`src/common/regbank_pkg.sv`:
```
// Shared constants and types of the per-input threshold and trim registers
package regbank_pkg;

    // ------------------------------------------------------------------
    // Sizes
    // ------------------------------------------------------------------
    localparam int unsigned NUM_INPUTS = 8;
    localparam int unsigned NUM_SLOTS = 128;
    localparam int unsigned LIMIT_W = 12;
    localparam int unsigned TRIM_W = 16;
    localparam int unsigned SLOT_CODE_W = 4;
    localparam int unsigned SLOT_IDX_W = 7;
    localparam int unsigned INPUT_IDX_W = 3;
    localparam int unsigned RESULT_W = 16;
    localparam int unsigned RESULT_TOP_LSB = 4;
    localparam int unsigned PADDR_W = 12;
    localparam int unsigned PDATA_W = 32;

    // ------------------------------------------------------------------
    // Register indices (byte address is four times the index)
    // ------------------------------------------------------------------
    localparam logic [8:0] UPPER_BASE = 9'h040;
    localparam logic [8:0] LOWER_BASE = 9'h060;
    localparam logic [8:0] DEADBAND_BASE = 9'h080;
    localparam logic [8:0] ZERO_TRIM_BASE = 9'h0A0;
    localparam logic [8:0] SCALE_TRIM_BASE = 9'h0C0;
    localparam logic [8:0] FAMILY_SPAN = 9'h00E;
    localparam logic [8:0] SLOT_BASE = 9'h100;
    localparam logic [8:0] SLOT_LAST = 9'h17F;
    localparam logic [8:0] TD_ENABLE_IDX = 9'h180;
    localparam logic [8:0] IRQ_STATUS_IDX = 9'h181;
    localparam logic [8:0] IRQ_MASK_IDX = 9'h182;
    localparam logic [8:0] ALERT_STATE_IDX = 9'h183;

    // ------------------------------------------------------------------
    // Reset values and field positions
    // ------------------------------------------------------------------
    localparam logic [11:0] UPPER_RST = 12'h7FF;
    localparam logic [11:0] LOWER_RST = 12'h000;
    localparam logic [11:0] DEADBAND_RST = 12'h010;
    localparam logic [15:0] ZERO_TRIM_RST = 16'h0000;
    localparam logic [15:0] SCALE_TRIM_RST = 16'h8000;
    localparam logic [3:0] SLOT_RST = 4'h0;
    localparam logic [7:0] TD_ENABLE_RST = 8'h00;
    localparam logic [15:0] IRQ_MASK_RST = 16'h0000;
    localparam int unsigned HI_FIELD_LSB = 0;
    localparam int unsigned LO_FIELD_LSB = 8;
    localparam int unsigned SLOT_INVALID_BIT = 3;

    // ------------------------------------------------------------------
    // Address decode result
    // ------------------------------------------------------------------
    typedef enum logic [3:0] {
        REG_NONE = 4'h0,
        REG_UPPER = 4'h1,
        REG_LOWER = 4'h2,
        REG_DEADBAND = 4'h3,
        REG_ZERO_TRIM = 4'h4,
        REG_SCALE_TRIM = 4'h5,
        REG_SLOT = 4'h6,
        REG_TD_ENABLE = 4'h7,
        REG_IRQ_STATUS = 4'h8,
        REG_IRQ_MASK = 4'h9,
        REG_ALERT = 4'hA
    } reg_kind_t;

    typedef struct packed {
        reg_kind_t kind;
        logic [6:0] n;
    } decode_t;

endpackage

```
`src/rtl/channel_threshold_correction_regs.sv`:
```
// Per-input alarm limits, trims and sequencer slots behind an APB slave
//
// Behaviour
// - Eight upper limits at indices 0x40..0x4E step two, 12-bit value.
// - Upper limits reset to 0x07FF; bits 15:12 read zero, not writable.
// - Eight lower limits at 0x60..0x6E step two, reset zero, 12-bit.
// - Eight deadbands at 0x80..0x8E step two, reset 0x0010, 12-bit.
// - Eight 16-bit zero trims at 0xA0..0xAE, reset zero, per input.
// - Eight 16-bit scale trims at 0xC0..0xCE, reset 0x8000, per input.
// - 128 slot registers at 0x100..0x17F; bits 3:0 pick the input.
// - Slot codes 0..7 pick inputs 0..7; codes 8..15 are invalid.
// - Slots reset to zero, selecting input zero; bits 7:4 read zero.
// - Alert flags set only while threshold detection is enabled for that input; they clear one cycle after it is disabled.
`timescale 1ns/100ps
`default_nettype none

module channel_threshold_correction_regs (
    input wire logic clk,
    input wire logic nrst,
    input wire logic psel,
    input wire logic penable,
    input wire logic pwrite,
    input wire logic [regbank_pkg::PADDR_W-1:0] paddr,
    input wire logic [regbank_pkg::PDATA_W-1:0] pwdata,
    input wire logic [3:0] pstrb,
    output logic [regbank_pkg::PDATA_W-1:0] prdata,
    output logic pready,
    output logic pslverr,
    input wire logic result_valid,
    input wire logic [regbank_pkg::INPUT_IDX_W-1:0] result_input,
    input wire logic [regbank_pkg::RESULT_W-1:0] result_data,
    input wire logic [regbank_pkg::SLOT_IDX_W-1:0] slot_index,
    output logic [regbank_pkg::SLOT_CODE_W-1:0] slot_input_select,
    output logic [regbank_pkg::NUM_INPUTS-1:0] analog_input_n,
    output logic slot_code_invalid,
    output logic [regbank_pkg::NUM_INPUTS-1:0][15:0] zero_trim,
    output logic [regbank_pkg::NUM_INPUTS-1:0][15:0] scale_trim,
    output logic [regbank_pkg::NUM_INPUTS-1:0] high_alert_flag,
    output logic [regbank_pkg::NUM_INPUTS-1:0] low_alert_flag,
    output logic irq
);
    import regbank_pkg::*;

    // ------------------------------------------------------------------
    // State
    // ------------------------------------------------------------------
    typedef struct packed {
        logic [NUM_INPUTS-1:0][LIMIT_W-1:0] upper;
        logic [NUM_INPUTS-1:0][LIMIT_W-1:0] lower;
        logic [NUM_INPUTS-1:0][LIMIT_W-1:0] deadband;
        logic [NUM_INPUTS-1:0][TRIM_W-1:0] ztrim;
        logic [NUM_INPUTS-1:0][TRIM_W-1:0] strim;
        logic [NUM_SLOTS-1:0][SLOT_CODE_W-1:0] slot;
        logic [NUM_INPUTS-1:0] threshold_detect_enable;
        logic [NUM_INPUTS-1:0] hi;
        logic [NUM_INPUTS-1:0] lo;
        logic [15:0] status;
        logic [15:0] mask;
        logic irq;
        logic [PDATA_W-1:0] prdata;
        logic pready;
        logic pslverr;
        logic [SLOT_CODE_W-1:0] slot_code;
        logic [NUM_INPUTS-1:0] slot_onehot;
        logic slot_invalid;
        logic [6:0] chk_n;
        logic [15:0] chk_data;
        logic [NUM_INPUTS-1:0] chk_td;
    } state_t;

    localparam state_t RST_STATE = '{
        upper: {NUM_INPUTS{UPPER_RST}}, lower: {NUM_INPUTS{LOWER_RST}},
        deadband: {NUM_INPUTS{DEADBAND_RST}},
        ztrim: {NUM_INPUTS{ZERO_TRIM_RST}},
        strim: {NUM_INPUTS{SCALE_TRIM_RST}}, slot: {NUM_SLOTS{SLOT_RST}},
        threshold_detect_enable: TD_ENABLE_RST, hi: 8'h00, lo: 8'h00, status: 16'h0000,
        mask: IRQ_MASK_RST, irq: 1'b0, prdata: 32'h0000_0000,
        pready: 1'b0, pslverr: 1'b0, slot_code: SLOT_RST,
        slot_onehot: 8'h01, slot_invalid: 1'b0, chk_n: 7'h00,
        chk_data: 16'h0000, chk_td: TD_ENABLE_RST
    };

    state_t s_q;
    state_t s_d;
    decode_t dec;
    logic wr_fire;

    // ------------------------------------------------------------------
    // Functions
    // ------------------------------------------------------------------
    function automatic logic in_family(input logic [8:0] idx,
                                       input logic [8:0] base);
        in_family = (idx >= base) && (idx <= base + FAMILY_SPAN) && !idx[0];
    endfunction
    function automatic logic [6:0] family_n(input logic [8:0] idx,
                                            input logic [8:0] base);
        logic [8:0] off;
        off = idx - base;
        family_n = {4'h0, off[3:1]};
    endfunction
    function automatic decode_t decode_addr(input logic [PADDR_W-1:0] a);
        decode_t r;
        logic [8:0] idx;
        logic [8:0] off;
        r.kind = REG_NONE;
        r.n = 7'h00;
        idx = a[10:2];
        off = idx - SLOT_BASE;
        if (!a[11] && a[1:0] == 2'b00) begin
            if (idx >= SLOT_BASE && idx <= SLOT_LAST) begin
                r.kind = REG_SLOT;
                r.n = off[6:0];
            end else if (in_family(idx, UPPER_BASE)) begin
                r.kind = REG_UPPER;
                r.n = family_n(idx, UPPER_BASE);
            end else if (in_family(idx, LOWER_BASE)) begin
                r.kind = REG_LOWER;
                r.n = family_n(idx, LOWER_BASE);
            end else if (in_family(idx, DEADBAND_BASE)) begin
                r.kind = REG_DEADBAND;
                r.n = family_n(idx, DEADBAND_BASE);
            end else if (in_family(idx, ZERO_TRIM_BASE)) begin
                r.kind = REG_ZERO_TRIM;
                r.n = family_n(idx, ZERO_TRIM_BASE);
            end else if (in_family(idx, SCALE_TRIM_BASE)) begin
                r.kind = REG_SCALE_TRIM;
                r.n = family_n(idx, SCALE_TRIM_BASE);
            end else if (idx == TD_ENABLE_IDX) begin
                r.kind = REG_TD_ENABLE;
            end else if (idx == IRQ_STATUS_IDX) begin
                r.kind = REG_IRQ_STATUS;
            end else if (idx == IRQ_MASK_IDX) begin
                r.kind = REG_IRQ_MASK;
            end else if (idx == ALERT_STATE_IDX) begin
                r.kind = REG_ALERT;
            end
        end
        return r;
    endfunction

    function automatic logic [15:0] merge16(input logic [15:0] old,
                                            input logic [PDATA_W-1:0] wd,
                                            input logic [3:0] st);
        logic [15:0] r;
        r = old;
        if (st[0]) begin
            r[7:0] = wd[7:0];
        end
        if (st[1]) begin
            r[15:8] = wd[15:8];
        end
        return r;
    endfunction

    // Reserved bits above each field read as zero
    function automatic logic [PDATA_W-1:0] read_word(input state_t s,
                                                     input decode_t d);
        logic [PDATA_W-1:0] r;
        r = 32'h0000_0000;
        case (d.kind)
            REG_UPPER: r[LIMIT_W-1:0] = s.upper[d.n[2:0]];
            REG_LOWER: r[LIMIT_W-1:0] = s.lower[d.n[2:0]];
            REG_DEADBAND: r[LIMIT_W-1:0] = s.deadband[d.n[2:0]];
            REG_ZERO_TRIM: r[TRIM_W-1:0] = s.ztrim[d.n[2:0]];
            REG_SCALE_TRIM: r[TRIM_W-1:0] = s.strim[d.n[2:0]];
            REG_SLOT: r[SLOT_CODE_W-1:0] = s.slot[d.n];
            REG_TD_ENABLE: r[NUM_INPUTS-1:0] = s.threshold_detect_enable;
            REG_IRQ_STATUS: r[15:0] = s.status;
            REG_IRQ_MASK: r[15:0] = s.mask;
            REG_ALERT: r[15:0] = {s.lo, s.hi};
            default: r = 32'h0000_0000;
        endcase
        return r;
    endfunction

    // ------------------------------------------------------------------
    // Next state
    // ------------------------------------------------------------------
    assign dec = decode_addr(paddr);
    assign wr_fire = psel && penable && pwrite && s_q.pready && !s_q.pslverr;

    always_comb begin
        logic [15:0] w16;
        logic [LIMIT_W-1:0] res;
        w16 = 16'h0000;
        res = result_data[RESULT_W-1:RESULT_TOP_LSB];
        s_d = s_q;
        // One wait-free access phase after every setup cycle
        s_d.pready = 1'b0;
        s_d.pslverr = 1'b0;
        if (psel && !penable) begin
            s_d.pready = 1'b1;
            s_d.pslverr = (dec.kind == REG_NONE);
            s_d.prdata = read_word(s_q, dec);
        end
        if (wr_fire) begin
            case (dec.kind)
                REG_UPPER: begin
                    w16 = merge16(16'(s_q.upper[dec.n[2:0]]), pwdata, pstrb);
                    s_d.upper[dec.n[2:0]] = w16[LIMIT_W-1:0];
                end
                REG_LOWER: begin
                    w16 = merge16(16'(s_q.lower[dec.n[2:0]]), pwdata, pstrb);
                    s_d.lower[dec.n[2:0]] = w16[LIMIT_W-1:0];
                end
                REG_DEADBAND: begin
                    w16 = merge16({4'h0, s_q.deadband[dec.n[2:0]]}, pwdata,
                                  pstrb);
                    s_d.deadband[dec.n[2:0]] = w16[LIMIT_W-1:0];
                end
                REG_ZERO_TRIM: begin
                    s_d.ztrim[dec.n[2:0]] = merge16(s_q.ztrim[dec.n[2:0]],
                                                    pwdata, pstrb);
                end
                REG_SCALE_TRIM: begin
                    s_d.strim[dec.n[2:0]] = merge16(s_q.strim[dec.n[2:0]],
                                                    pwdata, pstrb);
                end
                REG_SLOT: begin
                    if (pstrb[0]) begin
                        s_d.slot[dec.n] = pwdata[SLOT_CODE_W-1:0];
                    end
                end
                REG_TD_ENABLE: begin
                    if (pstrb[0]) begin
                        s_d.threshold_detect_enable = pwdata[NUM_INPUTS-1:0];
                    end
                end
                REG_IRQ_STATUS: begin
                    w16 = merge16(16'h0000, pwdata, pstrb);
                    s_d.status = s_q.status & ~w16;
                end
                REG_IRQ_MASK: begin
                    s_d.mask = merge16(s_q.mask, pwdata, pstrb);
                end
                default: ;
            endcase
        end
        // Alarm tracking with deadband on the 12 top result bits
        for (int i = 0; i < NUM_INPUTS; i++) begin
            if (!s_q.threshold_detect_enable[i]) begin
                s_d.hi[i] = 1'b0;
                s_d.lo[i] = 1'b0;
            end else if (result_valid &&
                         result_input == INPUT_IDX_W'(i)) begin
                if (res > s_q.upper[i]) begin
                    s_d.hi[i] = 1'b1;
                end else if (({1'b0, res} + {1'b0, s_q.deadband[i]}) <
                             {1'b0, s_q.upper[i]}) begin
                    s_d.hi[i] = 1'b0;
                end
                if (res < s_q.lower[i]) begin
                    s_d.lo[i] = 1'b1;
                end else if ({1'b0, res} >
                             ({1'b0, s_q.lower[i]} +
                              {1'b0, s_q.deadband[i]})) begin
                    s_d.lo[i] = 1'b0;
                end
            end
        end
        // New alerts set status after the clear, so a set wins
        s_d.status[HI_FIELD_LSB +: NUM_INPUTS] =
            s_d.status[HI_FIELD_LSB +: NUM_INPUTS] | (s_d.hi & ~s_q.hi);
        s_d.status[LO_FIELD_LSB +: NUM_INPUTS] =
            s_d.status[LO_FIELD_LSB +: NUM_INPUTS] | (s_d.lo & ~s_q.lo);
        s_d.irq = |(s_d.status & s_d.mask);
        // Slot lookup for the sequencer
        s_d.slot_code = s_d.slot[slot_index];
        s_d.slot_invalid = s_d.slot_code[SLOT_INVALID_BIT];
        s_d.slot_onehot = s_d.slot_invalid ? 8'h00 :
                          (8'h01 << s_d.slot_code[2:0]);
        s_d.chk_n = dec.n;
        s_d.chk_data = pwdata[15:0];
        s_d.chk_td = s_q.threshold_detect_enable;
    end

    always_ff @(posedge clk or negedge nrst) begin
        if (!nrst) begin
            s_q <= RST_STATE;
        end else begin
            s_q <= s_d;
        end
    end

    // ------------------------------------------------------------------
    // Outputs
    // ------------------------------------------------------------------
    assign prdata = s_q.prdata;
    assign pready = s_q.pready;
    assign pslverr = s_q.pslverr;
    assign slot_input_select = s_q.slot_code;
    assign analog_input_n = s_q.slot_onehot;
    assign slot_code_invalid = s_q.slot_invalid;
    assign zero_trim = s_q.ztrim;
    assign scale_trim = s_q.strim;
    assign high_alert_flag = s_q.hi;
    assign low_alert_flag = s_q.lo;
    assign irq = s_q.irq;
endmodule

`default_nettype wire

```
`config.mk`:
```
export PLATFORM = sky130hd
export DESIGN_NAME = channel_threshold_correction_regs
export DESIGN_NICKNAME = d
export VERILOG_FILES = /design/src/common/regbank_pkg.sv /design/src/rtl/channel_threshold_correction_regs.sv
export SDC_FILE = /design/constraint.sdc
export NUM_CORES = 2
export LEC_CHECK = 0
export BUFFER_PORTS_ARGS = -buffer_cell sky130_fd_sc_hd__clkbuf_2
export CAP_MARGIN = 15
export CORE_AREA = 2 2 511 513
export CTS_BUF_LIST = sky130_fd_sc_hd__clkbuf_4 sky130_fd_sc_hd__clkbuf_8
export DETAILED_ROUTE_END_ITERATION = 8
export DIE_AREA = 0 0 513 515
export PLACE_DENSITY = 0.56
export SLEW_MARGIN = 20
export SYNTH_ARGS = -nofsm -noshare
export SYNTH_HDL_FRONTEND = slang
export SYNTH_SLANG_ARGS = --single-unit
```
`constraint.sdc`:
```
create_clock -name clk -period 4.2 [get_ports clk]
set_input_delay 0.63 -clock clk [delete_from_list [all_inputs] [get_ports clk]]
set_output_delay 0.63 -clock clk [all_outputs]
set_load 0.03 [all_outputs]
```
==> results.toml <==
[run_status]
status = "complete, but fails checks"
violations = "setup timing"

[grt]
grt_usage = 0.360
overflow = 0
antenna_found_initial = 38
grt_max_degree = 103
grt_pass1_vias = 79100
grt_pass1_wl_mm = 665

[sta]
hold_ws_ns = 0.0817
tightestPinTransition_ns = 1.23
setup_violations = 8
hold_violations = 0
grt_setup_unrepaired = "yes"
period_needed_ns = 4.32
fmax_mhz = 231
timing.final.crit_share = 1.03
slew_headroom = 0.179
final_max_slew_viol_count = 0
fin_ws_ns = -0.123
clock-skew-final_ns = 0.101

[floorplanning]
dieArea_um2 = 264000
coreArea_um2 = 259000
core.rowCount = 187
die_height_um = 515
start_util = 0.299
die_w_um = 513
io_pins = 400

[placement]
io_buffers = 361
gp_congestion = 1.05
dp_hpwl_mm = 384
dp_cells = 13103

[worst_setup_path]
crit_start = "pslverr"
crit_chain = "buf_6 > nand4b_1 > buf_6 > buf_12 > nor3_4 > nand3_2 > buf_6 > nor4_4 > buf_4 > mux2_4 > mux2_2 > a311o_1 > a211oi_4 > a31o_2 > nand4_1 > buf_12 > nor3_4"
worst-path-max-fanout = 6
arrival_ns = 5.28
worstPathRequired_ns = 5.16
worstReg2RegStart = "pslverr"
max_stage_delay_ns = 0.46
cpMaxStageDelayCell = "dfrtp_2"
cp_common_cell = "buf_6"
worstSetupStartpointType = "register"
endpoint_kind = "register"
critPathKind = "reg2reg"

[cts]
path_clk_slew_ns = 0.06
numCtsBuffers = 217
numClockSinks = 1143
clkLatencyLatePin_ns = 1.07
h-tree-depth = 4
cts_tree = "built"
clockBufferDepth = 3
ctsRootBufferMaster = "clkbuf_8"

[final_layout]
area_growth_pct = 31.3
multi_input_area_um2 = 44600
fin_nets = 10615
drive_gt1_frac = 0.354
instances_no_fill = 13569
fillCellCount = 26044
regArea_um2 = 28700

[detailed_routing]
drtPass1Iterations = 9
num_vias = 80351
wl_per_cell_um = 36.0
drtIter0Drc = 9707
vias_per_cell = 5.92
drc = 0
wl_mm = 489
detail-route-antenna-nets = 0

[min_path]
worstHoldStart = "pwdata[8]"
min_path_type = "in2reg"

[logic_synthesis]
seq_area_frac_synth = 0.372
async_flop_share = 1.00
ys_types = 104
synth_edf_count = 0
dominantRegCellSynth = "dfrtp_1"
synthCells = 8376
yosys_warnings = 0
synth_area_um2 = 77300
ys_ff_latch = 1143
syn_area_per_cell_um2 = 9.23

[power]
powerDensity_nw_per_um2 = 277
pwr-share-clk = 0.475
p_int_mw = 19.7
irDropWorstVdd_mv = 0.300
switching_share = 0.298
cellLeakagePower_nw = 48.1
pwr-share-comb = 0.131
seq_power_share = 0.394
power.switching_mw = 8.40
total_power_mw = 28.1

[flow_run]
cap_violations = 0
## flip-flops by register name, summed over array words and instances, names as in the netlist, 4 cells and up
name / flops
s_q: 832
s_d: 8
prdata: 16
low_alert_flag: 8
high_alert_flag: 8
zero_trim: 128
slot_input_select: 4
analog_input_n: 8
scale_trim: 128
## kinds of logic (layout without fill, tap and decap cells)
group / Yosys count / count (layout) / share of synthesized area
xor+xnor: 160 / 160 / 0.0181
flops: 1143 / 1143 / 0.372
fa+ha+maj: 576 / 576 / 0.0947
compound gates: 2324 / 2324 / 0.200
buf+inv: 1113 / 2867 / 0.0702
simple gates: 2294 / 2294 / 0.135
mux: 765 / 765 / 0.111
other cells: 1 / 38 / 0.0000485
## routing by layer
layer,global-route usage,vias up,part of all wire
met1,0.443,40436,0.39
met3,0.0777,1345,0.084
met4,0.260,36,0.086
li1,-,33667,-
met2,0.557,4867,0.44
met5,0,-,0.00052
## layout make-up
class / instances / area share
multi-input combinational: 6135 / 0.439
sequential: 1143 / 0.283
timing repair buffer: 2154 / 0.172
clock buffer: 350 / 0.0432
tap: 3402 / 0.0419
inverter: 308 / 0.0115
clock inverter: 55 / 0.00840
antenna: 22 / 0.000542
## worst max-delay path, delay by kind of cell (launching register included)
kind,cells,cell delay (ns)
muxes,2,0.62
and+or+nand+nor,6,1.18
AOI/OAI and AO/OA,3,0.89
buffers and inverters,6,1.06
DFF,1,0.46
## power by group through the flow
stage	Sequential, mW	Combinational, mW	Clock [mW]
after floorplan	11.3	1.22	0
after global placement	11.3	3.49	0
after detailed placement	11.3	3.50	0
after CTS	11.1	3.57	13.5
after global routing	11.1	3.79	14.0
final	11.1	3.70	13.4
## cell usage after synthesis, types with 19 or more instances
cell type	number	area share
a21o_1	175	0.017
nand4_1	77	0.0062
o31ai_1	74	0.0072
o21bai_1	70	0.0068
a211oi_1	60	0.0058
inv_1	305	0.015
a22o_1	21	0.0024
a221oi_1	19	0.0022
nand2_1	1095	0.053
dfrtp_1	1038	0.34
a22oi_1	52	0.0050
o21a_1	104	0.010
o22ai_1	117	0.0095
nor2b_1	53	0.0043
nor3_1	182	0.012
nor2_1	398	0.019
o211ai_1	80	0.0078
a2111oi_0	37	0.0042
o311ai_0	32	0.0036
a31oi_1	74	0.0060
dfstp_2	105	0.036
buf_4	321	0.031
nand3_1	196	0.013
a221o_1	24	0.0031
o21ai_0	561	0.036
nand2b_1	57	0.0046
xor2_1	50	0.0057
buf_1	62	0.0030
or3_1	23	0.0019
clkbuf_1	388	0.019
a211o_1	19	0.0022
o2111ai_1	30	0.0034
o221ai_1	26	0.0029
mux2_2	681	0.099
ha_1	560	0.091
buf_2	33	0.0021
a222oi_1	69	0.0089
nor4_1	64	0.0052
a32oi_1	21	0.0024
xnor2_1	110	0.012
mux2i_1	80	0.010
a21oi_1	471	0.030
## layout by cell type (no fill, tap or decap), drive strengths merged, types with 70 or more instances in the layout
master  instances
a21o          175
a21oi         471
a31oi          74
buf          1796
clkbuf        704
dfrtp        1038
dfstp         105
ha            560
inv           311
mux2          682
mux2i          80
nand2        1096
nand3         197
nand4          77
nor2          400
nor3          185
nor4           71
o211ai         80
o21a          104
o21ai         572
o21bai         70
o22ai         117
o31ai          75
xnor2         110
## what timing repair did
action,CTS,global route
endpoints found under the hold margin,65,0
setup endpoints to repair,12,24
pin swaps,41,32
setup buffers,23,18
resized for setup,147,92
hold buffers,3,0
cloned,0,0
## through the flow
| stage | setup WS, ns | cell area (µm²) | TNS (ns) | util |
|---|---|---|---|---|
| after detailed placement | -1.61 | 94800 | -233.07 | 0.367 |
| after floorplan | 0.00923 | 77400 | 0 | - |
| final | -0.123 | 102000 | -0.708 | 0.393 |
| after global placement | -2.03 | 94800 | -220.49 | 0.367 |
| after global routing | -0.130 | 102000 | -0.762 | 0.393 |
| after CTS | -0.152 | 101000 | -0.816 | 0.391 |
## path summary, 6_finish.rpt
path                       cells past startpoint  slack (ns)                end
max                                           17       -0.12  analog_input_n[2]
min                                            2        0.08            s_q[87]
max reg2reg                                   17       -0.12  analog_input_n[2]
min reg2reg                                    2        0.48          s_q[1138]
max in group asynchronous                      3        2.66           s_q[263]
min in group asynchronous                      2        0.16          s_q[1018]
(Power assumes the default switching activity.)
